[config.mk]
export PLATFORM = sky130hd
export DESIGN_NAME = serial_transmitter_path
export DESIGN_NICKNAME = d
export VERILOG_FILES = /design/src/core/serial_tx_pkg.sv /design/src/core/serial_transmitter_path.sv /design/src/core/tx_bit_clock.sv /design/src/core/tx_parity.sv
export SDC_FILE = /design/constraint.sdc
export NUM_CORES = 1
export LEC_CHECK = 0
export ABC_CLOCK_PERIOD_IN_PS = 5400
export BUFFER_PORTS_ARGS = -buffer_cell sky130_fd_sc_hd__buf_2
export CORE_MARGIN = 2
export CORE_UTILIZATION = 61
export CTS_CLUSTER_DIAMETER = 200
export DETAILED_ROUTE_END_ITERATION = 16
export PLACE_DENSITY = 0.86
export SETUP_SLACK_MARGIN = 0.3
export SLEW_MARGIN = 0
export SYNTH_ARGS = -nofsm -noshare
export SYNTH_HDL_FRONTEND = slang
export SYNTH_HIERARCHICAL = 1
export SYNTH_SLANG_ARGS = --single-unit
export TNS_END_PERCENT = 1
[constraint.sdc]
create_clock -name clk_sys -period 5.4 [get_ports clk_sys]
set_input_delay 0.54 -clock clk_sys [delete_from_list [all_inputs] [get_ports clk_sys]]
set_output_delay 0.54 -clock clk_sys [all_outputs]
set_load 0.02 [all_outputs]
[src/core/serial_tx_pkg.sv]
package serial_tx_pkg;

   localparam int ADDR_W = 5;
   localparam int DATA_W = 32;
   localparam int DIV_W = 12;
   localparam int CHAR_W = 9;

   // Register byte offsets, one 32-bit word each.
   localparam logic [ADDR_W-1:0] OFS_DATA = 5'h00;
   localparam logic [ADDR_W-1:0] OFS_STATUS_A = 5'h04;
   localparam logic [ADDR_W-1:0] OFS_CONTROL_B = 5'h08;
   localparam logic [ADDR_W-1:0] OFS_CONTROL_C = 5'h0C;
   localparam logic [ADDR_W-1:0] OFS_BAUD = 5'h10;

   // Status A fields.
   localparam int SA_BUF_EMPTY = 0;
   localparam int SA_TX_DONE = 1;
   localparam int SA_DOUBLE = 2;
   localparam int SA_BUSY = 3;
   // Control B fields.
   localparam int CB_TX_EN = 0;
   localparam int CB_NINTH = 1;
   localparam int CB_BE_IE = 2;
   localparam int CB_TD_IE = 3;
   // Control C fields.
   localparam int CC_SIZE_LO = 0;
   localparam int CC_PAR_ODD = 3;
   localparam int CC_PAR_EN = 4;
   localparam int CC_STOP2 = 5;
   localparam int CC_SYNC = 6;
   localparam int CC_MASTER = 7;

   // Character size codes.
   localparam logic [2:0] SIZE_5 = 3'h0;
   localparam logic [2:0] SIZE_6 = 3'h1;
   localparam logic [2:0] SIZE_7 = 3'h2;
   localparam logic [2:0] SIZE_8 = 3'h3;
   localparam logic [2:0] SIZE_9 = 3'h7;

   // Last phase of the bit divider: divide by 16, 8 and 2.
   localparam logic [3:0] PH_NORMAL_LAST = 4'hF;
   localparam logic [3:0] PH_DOUBLE_LAST = 4'h7;
   localparam logic [3:0] PH_SYNC_LAST = 4'h1;

   localparam logic [DIV_W-1:0] BAUD_RESET = 12'h000;
   localparam logic [2:0] SIZE_RESET = SIZE_8;

   typedef enum logic [2:0] {
      ST_IDLE, ST_START, ST_DATA, ST_PARITY, ST_STOP1, ST_STOP2
   } tx_state_t;

   typedef struct packed {
      logic read;
      logic write;
      logic [ADDR_W-1:0] address;
      logic [DATA_W-1:0] writedata;
   } av_req_t;

   typedef struct packed {
      logic [DATA_W-1:0] readdata;
      logic waitrequest;
   } av_rsp_t;

   typedef struct packed {
      logic txd;
      logic txd_oe;
      logic sync_clock_pin;
      logic xck_oe;
   } pin_out_t;

   function automatic logic [CHAR_W-1:0] char_mask(input logic [2:0] size);
      case (size)
         SIZE_5: char_mask = 9'h01F;
         SIZE_6: char_mask = 9'h03F;
         SIZE_7: char_mask = 9'h07F;
         SIZE_9: char_mask = 9'h1FF;
         default: char_mask = 9'h0FF;
      endcase
   endfunction : char_mask

   function automatic logic [3:0] char_last(input logic [2:0] size);
      case (size)
         SIZE_5: char_last = 4'h4;
         SIZE_6: char_last = 4'h5;
         SIZE_7: char_last = 4'h6;
         SIZE_9: char_last = 4'h8;
         default: char_last = 4'h7;
      endcase
   endfunction : char_last

endpackage : serial_tx_pkg

[src/core/serial_transmitter_path.sv]
// Function
// - Parity bit is the exclusive-or of all sent data bits.
// - Odd parity inverts that result; even parity sends it unchanged.
// - Parity bit sits after the last data bit, before the first stop.
// - While transmit is enabled the block drives the serial output pin.
// - Synchronous mode shifts on the sync clock pin; only master mode takes that pin over.
// - Writing the data buffer register starts a transmission.
// - Buffer moves to shifter when idle or right after the last stop bit.
// - A loaded frame goes out at the divisor, double speed or sync rate.
// - Unused upper bits are dropped for characters under eight bits.
// - Buffer-empty flag is set while the buffer is empty, clear otherwise.
// - Buffer-empty interrupt requested while enabled and flag stays set.
// - A data buffer write clears the buffer-empty flag.
// - Transmit-done sets when the frame is out and the buffer is empty.
// - Transmit-done clears on interrupt service or on writing one.
// - Transmit-done interrupt requested when enabled and the flag sets.
// - Frame: low start, data LSB first, optional parity, one/two stops.
// - Bit clock divides baud output by 16, 8 or 2 by mode.
// - Parity only when the upper parity mode bit is one.
// - Disable waits until shifter and buffer are empty, then pin released.
`timescale 1ns/1ps
module serial_transmitter_path
   import serial_tx_pkg::*;
(
   // Clock and reset
   input wire logic clk_sys,
   input wire logic rstn,
   // Register bus
   input wire av_req_t av_req,
   output av_rsp_t av_rsp,
   // Interrupt controller
   input wire logic global_irq_enable,
   input wire logic tx_done_serviced,
   output logic irq_buffer_empty,
   output logic irq_transmit_done,
   // Pins
   input wire logic xck_in,
   output pin_out_t pins
);

   typedef struct packed {
      tx_state_t st;
      logic [CHAR_W-1:0] buf_data;
      logic buf_full;
      logic [CHAR_W-1:0] shift;
      logic [3:0] bitcnt;
      logic par;
      logic tx_done;
      logic tx_en;
      logic ninth;
      logic be_ie;
      logic td_ie;
      logic double_speed;
      logic [2:0] size;
      logic par_odd;
      logic par_en;
      logic stop2;
      logic sync;
      logic master;
      logic [DIV_W-1:0] divisor;
      logic div_load;
      logic xs1;
      logic xs2;
      logic xs3;
      logic irq_be;
      logic irq_td;
      pin_out_t pins;
      av_rsp_t rsp;
   } core_state_t;

   core_state_t r_reg;
   core_state_t r_next;

   logic div_tick;
   logic div_xck;
   logic buf_parity;
   logic bit_en;
   logic wr_go;
   logic rd_take;
   logic [DATA_W-1:0] rd_word;

   tx_bit_clock #(
      .DW(DIV_W)
   ) u_bit_clock (
      .clk_sys(clk_sys),
      .rstn(rstn),
      .divisor(r_reg.divisor),
      .reload(r_reg.div_load),
      .sync_mode(r_reg.sync),
      .double_speed(r_reg.double_speed),
      .bit_tick(div_tick),
      .xck_level(div_xck)
   );

   tx_parity u_parity (
      .data(r_reg.buf_data),
      .size(r_reg.size),
      .odd(r_reg.par_odd),
      .parity(buf_parity)
   );

   assign bit_en = (r_reg.sync && !r_reg.master) ? (r_reg.xs2 & ~r_reg.xs3) : div_tick;

   // A write is taken in the cycle in which waitrequest is low, a read in the cycle before.
   assign wr_go = av_req.write & ~r_reg.rsp.waitrequest;
   assign rd_take = av_req.read & r_reg.rsp.waitrequest;

   // Read word assembled one cycle ahead so it stands when waitrequest drops.
   always_comb begin
      rd_word = '0;
      case (av_req.address)
         OFS_STATUS_A: begin
            rd_word[SA_BUF_EMPTY] = ~r_reg.buf_full;
            rd_word[SA_TX_DONE] = r_reg.tx_done;
            rd_word[SA_DOUBLE] = r_reg.double_speed;
            rd_word[SA_BUSY] = (r_reg.st != ST_IDLE);
         end
         OFS_CONTROL_B: begin
            rd_word[CB_TX_EN] = r_reg.tx_en;
            rd_word[CB_NINTH] = r_reg.ninth;
            rd_word[CB_BE_IE] = r_reg.be_ie;
            rd_word[CB_TD_IE] = r_reg.td_ie;
         end
         OFS_CONTROL_C: begin
            rd_word[CC_SIZE_LO +: 3] = r_reg.size;
            rd_word[CC_PAR_ODD] = r_reg.par_odd;
            rd_word[CC_PAR_EN] = r_reg.par_en;
            rd_word[CC_STOP2] = r_reg.stop2;
            rd_word[CC_SYNC] = r_reg.sync;
            rd_word[CC_MASTER] = r_reg.master;
         end
         OFS_BAUD: begin
            rd_word[DIV_W-1:0] = r_reg.divisor;
         end
         default: begin
            rd_word = '0;
         end
      endcase
   end

   always_comb begin
      r_next = r_reg;
      r_next.div_load = 1'b0;

      // Two-stage synchroniser, then an edge stage.
      r_next.xs1 = xck_in;
      r_next.xs2 = r_reg.xs1;
      r_next.xs3 = r_reg.xs2;

      // Bus handshake: each request sees exactly one low waitrequest cycle.
      r_next.rsp.waitrequest = ~((av_req.read | av_req.write) & r_reg.rsp.waitrequest);
      if (rd_take) begin
         r_next.rsp.readdata = rd_word;
      end

      if (tx_done_serviced) begin
         r_next.tx_done = 1'b0;
      end

      if (wr_go) begin
         case (av_req.address)
            OFS_STATUS_A: begin
               if (av_req.writedata[SA_TX_DONE]) begin
                  r_next.tx_done = 1'b0;
               end
               r_next.double_speed = av_req.writedata[SA_DOUBLE];
            end
            OFS_CONTROL_B: begin
               r_next.tx_en = av_req.writedata[CB_TX_EN];
               r_next.ninth = av_req.writedata[CB_NINTH];
               r_next.be_ie = av_req.writedata[CB_BE_IE];
               r_next.td_ie = av_req.writedata[CB_TD_IE];
            end
            OFS_CONTROL_C: begin
               r_next.size = av_req.writedata[CC_SIZE_LO +: 3];
               r_next.par_odd = av_req.writedata[CC_PAR_ODD];
               r_next.par_en = av_req.writedata[CC_PAR_EN];
               r_next.stop2 = av_req.writedata[CC_STOP2];
               r_next.sync = av_req.writedata[CC_SYNC];
               r_next.master = av_req.writedata[CC_MASTER];
            end
            OFS_BAUD: begin
               r_next.divisor = av_req.writedata[DIV_W-1:0];
               r_next.div_load = 1'b1;
            end
            default: begin
               r_next.div_load = 1'b0;
            end
         endcase
      end

      // Frame sequencer, stepped once per bit period.
      if (bit_en) begin
         case (r_reg.st)
            ST_IDLE: begin
               if (r_reg.buf_full) begin
                  r_next.shift = r_reg.buf_data;
                  r_next.par = buf_parity;
                  r_next.buf_full = 1'b0;
                  r_next.st = ST_START;
               end
            end
            ST_START: begin
               r_next.bitcnt = 4'h0;
               r_next.st = ST_DATA;
            end
            ST_DATA: begin
               r_next.shift = {1'b0, r_reg.shift[CHAR_W-1:1]};
               if (r_reg.bitcnt == char_last(r_reg.size)) begin
                  r_next.st = r_reg.par_en ? ST_PARITY : ST_STOP1;
               end else begin
                  r_next.bitcnt = r_reg.bitcnt + 4'h1;
               end
            end
            ST_PARITY: begin
               r_next.st = ST_STOP1;
            end
            ST_STOP1, ST_STOP2: begin
               if (r_reg.st == ST_STOP1 && r_reg.stop2) begin
                  r_next.st = ST_STOP2;
               end else if (r_reg.buf_full) begin
                  r_next.shift = r_reg.buf_data;
                  r_next.par = buf_parity;
                  r_next.buf_full = 1'b0;
                  r_next.st = ST_START;
               end else begin
                  r_next.tx_done = 1'b1;
                  r_next.st = ST_IDLE;
               end
            end
            default: begin
               r_next.st = ST_IDLE;
            end
         endcase
      end

      // A write in the same cycle as a load refills the buffer, so no data is lost.
      // Writes are dropped while the transmitter neither is enabled nor owns the pin.
      if (wr_go && av_req.address == OFS_DATA && (r_reg.tx_en || r_reg.pins.txd_oe)) begin
         r_next.buf_data = {r_reg.ninth, av_req.writedata[7:0]} & char_mask(r_reg.size);
         r_next.buf_full = 1'b1;
      end

      r_next.pins.txd_oe = r_next.tx_en | (r_next.st != ST_IDLE) | r_next.buf_full;
      case (r_next.st)
         ST_START: r_next.pins.txd = 1'b0;
         ST_DATA: r_next.pins.txd = r_next.shift[0];
         ST_PARITY: r_next.pins.txd = r_next.par;
         default: r_next.pins.txd = 1'b1;
      endcase

      r_next.pins.xck_oe = r_next.sync & r_next.master;
      r_next.pins.sync_clock_pin = r_next.pins.xck_oe & div_xck;

      r_next.irq_be = r_next.be_ie & global_irq_enable & ~r_next.buf_full;
      r_next.irq_td = r_next.td_ie & global_irq_enable & r_next.tx_done;
   end

   always_ff @(posedge clk_sys or negedge rstn) begin
      if (!rstn) begin
         r_reg <= '0;
         r_reg.st <= ST_IDLE;
         r_reg.size <= SIZE_RESET;
         r_reg.divisor <= BAUD_RESET;
         r_reg.pins.txd <= 1'b1;
         r_reg.rsp.waitrequest <= 1'b1;
      end else begin
         r_reg <= r_next;
      end
   end

   assign av_rsp = r_reg.rsp;
   assign pins = r_reg.pins;
   assign irq_buffer_empty = r_reg.irq_be;
   assign irq_transmit_done = r_reg.irq_td;

endmodule : serial_transmitter_path

[src/core/tx_bit_clock.sv]
`timescale 1ns/1ps
module tx_bit_clock
   import serial_tx_pkg::*;
#(
   parameter int DW = DIV_W
) (
   // Clock and reset
   input wire logic clk_sys,
   input wire logic rstn,
   // Setup
   input wire logic [DW-1:0] divisor,
   input wire logic reload,
   input wire logic sync_mode,
   input wire logic double_speed,
   // Timing out
   output logic bit_tick,
   output logic xck_level
);

   typedef struct packed {
      logic [DW-1:0] cnt;
      logic [3:0] phase;
      logic sync_clock_pin;
   } clk_state_t;

   clk_state_t r_reg;
   clk_state_t r_next;
   logic baud;
   logic [3:0] last;

   assign last = sync_mode ? PH_SYNC_LAST : (double_speed ? PH_DOUBLE_LAST : PH_NORMAL_LAST);
   assign baud = (r_reg.cnt == '0);
   assign bit_tick = baud & (r_reg.phase == last) & ~reload;
   // Taken from the next state, so the registered pin rises on the edge that starts a bit.
   assign xck_level = r_next.sync_clock_pin;

   always_comb begin
      r_next = r_reg;
      if (reload) begin
         r_next.cnt = divisor;
         r_next.phase = 4'h0;
      end else if (baud) begin
         r_next.cnt = divisor;
         r_next.phase = (r_reg.phase >= last) ? 4'h0 : r_reg.phase + 4'h1;
      end else begin
         r_next.cnt = r_reg.cnt - 1'b1;
      end
      // The clock rises together with each new bit, so the far end samples on the fall.
      r_next.sync_clock_pin = (r_next.phase == 4'h0);
   end

   always_ff @(posedge clk_sys or negedge rstn) begin
      if (!rstn) begin
         r_reg <= '0;
      end else begin
         r_reg <= r_next;
      end
   end

endmodule : tx_bit_clock

[src/core/tx_parity.sv]
`timescale 1ns/1ps
module tx_parity
   import serial_tx_pkg::*;
(
   // Character and format
   input wire logic [CHAR_W-1:0] data,
   input wire logic [2:0] size,
   input wire logic odd,
   // Result
   output logic parity
);

   assign parity = (^(data & char_mask(size))) ^ odd;

endmodule : tx_parity

==> impl_metrics.tcl <==
set metrics [dict create \
    ir_drop_mv 0.185 \
    cts_sinks 92 \
    path_clk_slew_ns 0.09 \
    crit_type "reg -> reg" \
    largest_reg_flops 55 \
    cts_tree "built" \
    core-area_um2 7690 \
    initial_core_util_pct 62.8 \
    cp-start-kind "register" \
    clkLatencyLatePin_ns 0.36 \
    grt_pass1_vias 3422 \
    clock-root-buffer "clkbuf_8" \
    p_leak_nw 2.42 \
    end_kind "register" \
    fin_setup_tns_ns 0 \
    synth_top_family_by_area "compound AO/OA/AOI/OAI gates" \
    final-max-slew-violation-count 0 \
    rsz0062_at_grt "false" \
    cp_max_fo 12 \
    hp-class "in -> reg" \
    power_mw 1.94 \
    max_freq_mhz 333 \
    synth_fa_ha_area_share_pct 1.81 \
    synth_compound_area_share_pct 15.3 \
    grt_max_degree 92 \
    cts_made_buffers 9 \
    synth-main-ff-cell "dfrtp_1" \
    maxCapViolCount 0 \
    worst_pin_slew_ns 1.26 \
    synth-edff-count 0 \
    yosys.area_share.simple_pct 14.5 \
    synth-seq-area-share_pct 47.8 \
    via_count 3486 \
    setup-violations-final 0 \
    synth.distinct_cells 68 \
    holdWs_ns 0.285 \
    row_count 32 \
    yosys.area.top_type "dfrtp_1" \
    avgRoutedWirePerCell_um 17.0 \
    hold_viol 0 \
    synth.most_common_cell "dfrtp_1" \
    nFillCells 537 \
    die_w_um 93.0 \
    ys_warn_count 6 \
    hpwl_um 6920 \
    drive_gt1_share_pct 22.9 \
    antenna_left 0 \
    post-route-cell-area_um2 5130 \
    post-route-period-util_pct 55.5 \
    synth_xor_area_share_pct 3.65 \
    cts_resized 0 \
    finalWeightedCongestion 0.899 \
    syn_area_per_cell_um2 10.5 \
    routed_via_density 5.94 \
    place_area_um2 4880 \
    yosys-top-cells-area "dfrtp_1, mux2_2, buf_4" \
    ios 83 \
    n_antenna_cell 0 \
    cts.htree.levels 3 \
    grt_util_all_layers_pct 25.4 \
    required_ns 5.69 \
    async_reset_ff_share_pct 100 \
    p_per_area_nw_per_um2 378 \
    port_buffers 42 \
    crit_arrival_ns 3.29 \
    fin_crit_ns 3.00 \
    synth_common_cells "dfrtp_1, nand2_1, o21ai_0, buf_4, mux2_2" \
    grt-ovfl-total 0 \
    antenna_found_initial 0 \
    finalWirelength_um 10000 \
    drc_errors 0 \
    clockBufferDepth 2 \
    drt_iter0_drc 229 \
    synth_top_area_share_pct 45.6 \
    firstDrtPassIters 5 \
    nNetsFinal 531 \
    area_growth_syn_to_layout_pct 6.25 \
    slew_headroom_pct 16.2 \
    fp.dieH_um 93.0 \
    synth_seq_cells 92 \
    synthCells 460 \
    synth_mux_area_share_pct 8.53 \
    synth_area_um2 4830 \
    die_area_um2 8640 \
    status "finished, final reports clean" \
    grt_pass1_wl_um 16900 \
    clock_skew_ns 0.0122 \
]
## area by class of cell
| type | instances | area (um^2) | share of cell area [%] |
|---|---|---|---|
| multi-input cells | 323 | 2190 | 42.7 |
| inverters | 10 | 37.5 | 0.732 |
| repair buffers | 44 | 230 | 4.49 |
| clock buffers | 13 | 169 | 3.29 |
| flip-flops and latches | 92 | 2310 | 45.0 |
| clock inverters | 3 | 67.6 | 1.32 |
| well taps | 102 | 128 | 2.49 |
## cells in the final DEF, fill, tap and decap left out, types with 4 or more instances in the layout
cell type   n
nand3_1     7
mux2i_1     4
mux2_2     32
nor2_1     24
a22o_1      7
and3_1      6
nor3_1      8
nand2b_1    5
buf_2      41
nand2_1    56
o21ai_0    41
xor2_1      5
a222oi_1    4
a22oi_1    11
dfstp_2     4
ha_1        7
xnor2_1    10
a21oi_1     4
clkbuf_8   12
nor2b_1     8
inv_1       9
dfrtp_1    88
conb_1     20
or2_2       4
## worst max-delay path, cell delays in order, from the launching register on
cell	delay, ns
dfrtp_1	0.42
or3_4	0.43
nand4b_4	0.29
nor3_1	0.35
mux2i_1	0.28
nor3_1	0.35
mux2_2	0.42
a2111oi_2	0.30
nor2_1	0.08
## what timing repair did
item                                   CTS  global route
hold buffers                             1             0
endpoints found under the hold margin    1             0
buffers inserted                         0             0
## layer usage
metal | wire [um] | global-route usage [%] | vias to the layer above
li1 | - | - | 1618
met1 | 4520 | 36.1 | 1708
met2 | 4600 | 36.4 | 149
met3 | 723 | 7.00 | 11
met4 | 172 | 11.5 | 0
met5 | 0 | 0 | -
## final timing paths
kind,start,endpoint,slack [ns],cells after the start
setup / recovery,u_bit_clock/r_reg[10],pins[3],2.40,8
hold / removal,xck_in,r_next[40],0.29,1
setup reg to reg,u_bit_clock/r_reg[10],pins[3],2.40,8
hold reg to reg,r_next[40],r_next[39],0.36,0
max in group asynchronous,rstn,av_rsp[4],3.68,3
min in group asynchronous,rstn,r_reg[53],0.49,2
## power by group
part           internal [mW]  total, mW  switching, mW  leakage [nW]
Sequential             0.801      0.944          0.143          1.20
Clock                  0.299      0.531          0.231         0.116
Combinational          0.208      0.466          0.258          1.10
## per-stage QoR
stage / setup slack [ns] / utilization, % / cells
2_1_floorplan: 2.81 / - / 479
3_3_place_gp: 2.48 / 63.5 / 570
3_5_place_dp: 2.42 / 63.5 / 570
4_1_cts: 2.41 / 66.7 / 587
5_1_grt: 2.15 / 66.7 / 587
6_report: 2.40 / 66.7 / 587
## kinds of logic (layout without fill, tap and decap cells)
| family | Yosys count | count (layout) |
|---|---|---|
| and+or+nand+nor | 139 | 139 |
| AOI/OAI and AO/OA | 103 | 103 |
| DFF | 92 | 92 |
| buffers and inverters | 64 | 70 |
| muxes | 37 | 37 |
| xor gates and xnor gates | 17 | 17 |
| adders and majority gates | 7 | 7 |
| other | 1 | 20 |
(Power assumes the default switching activity.)
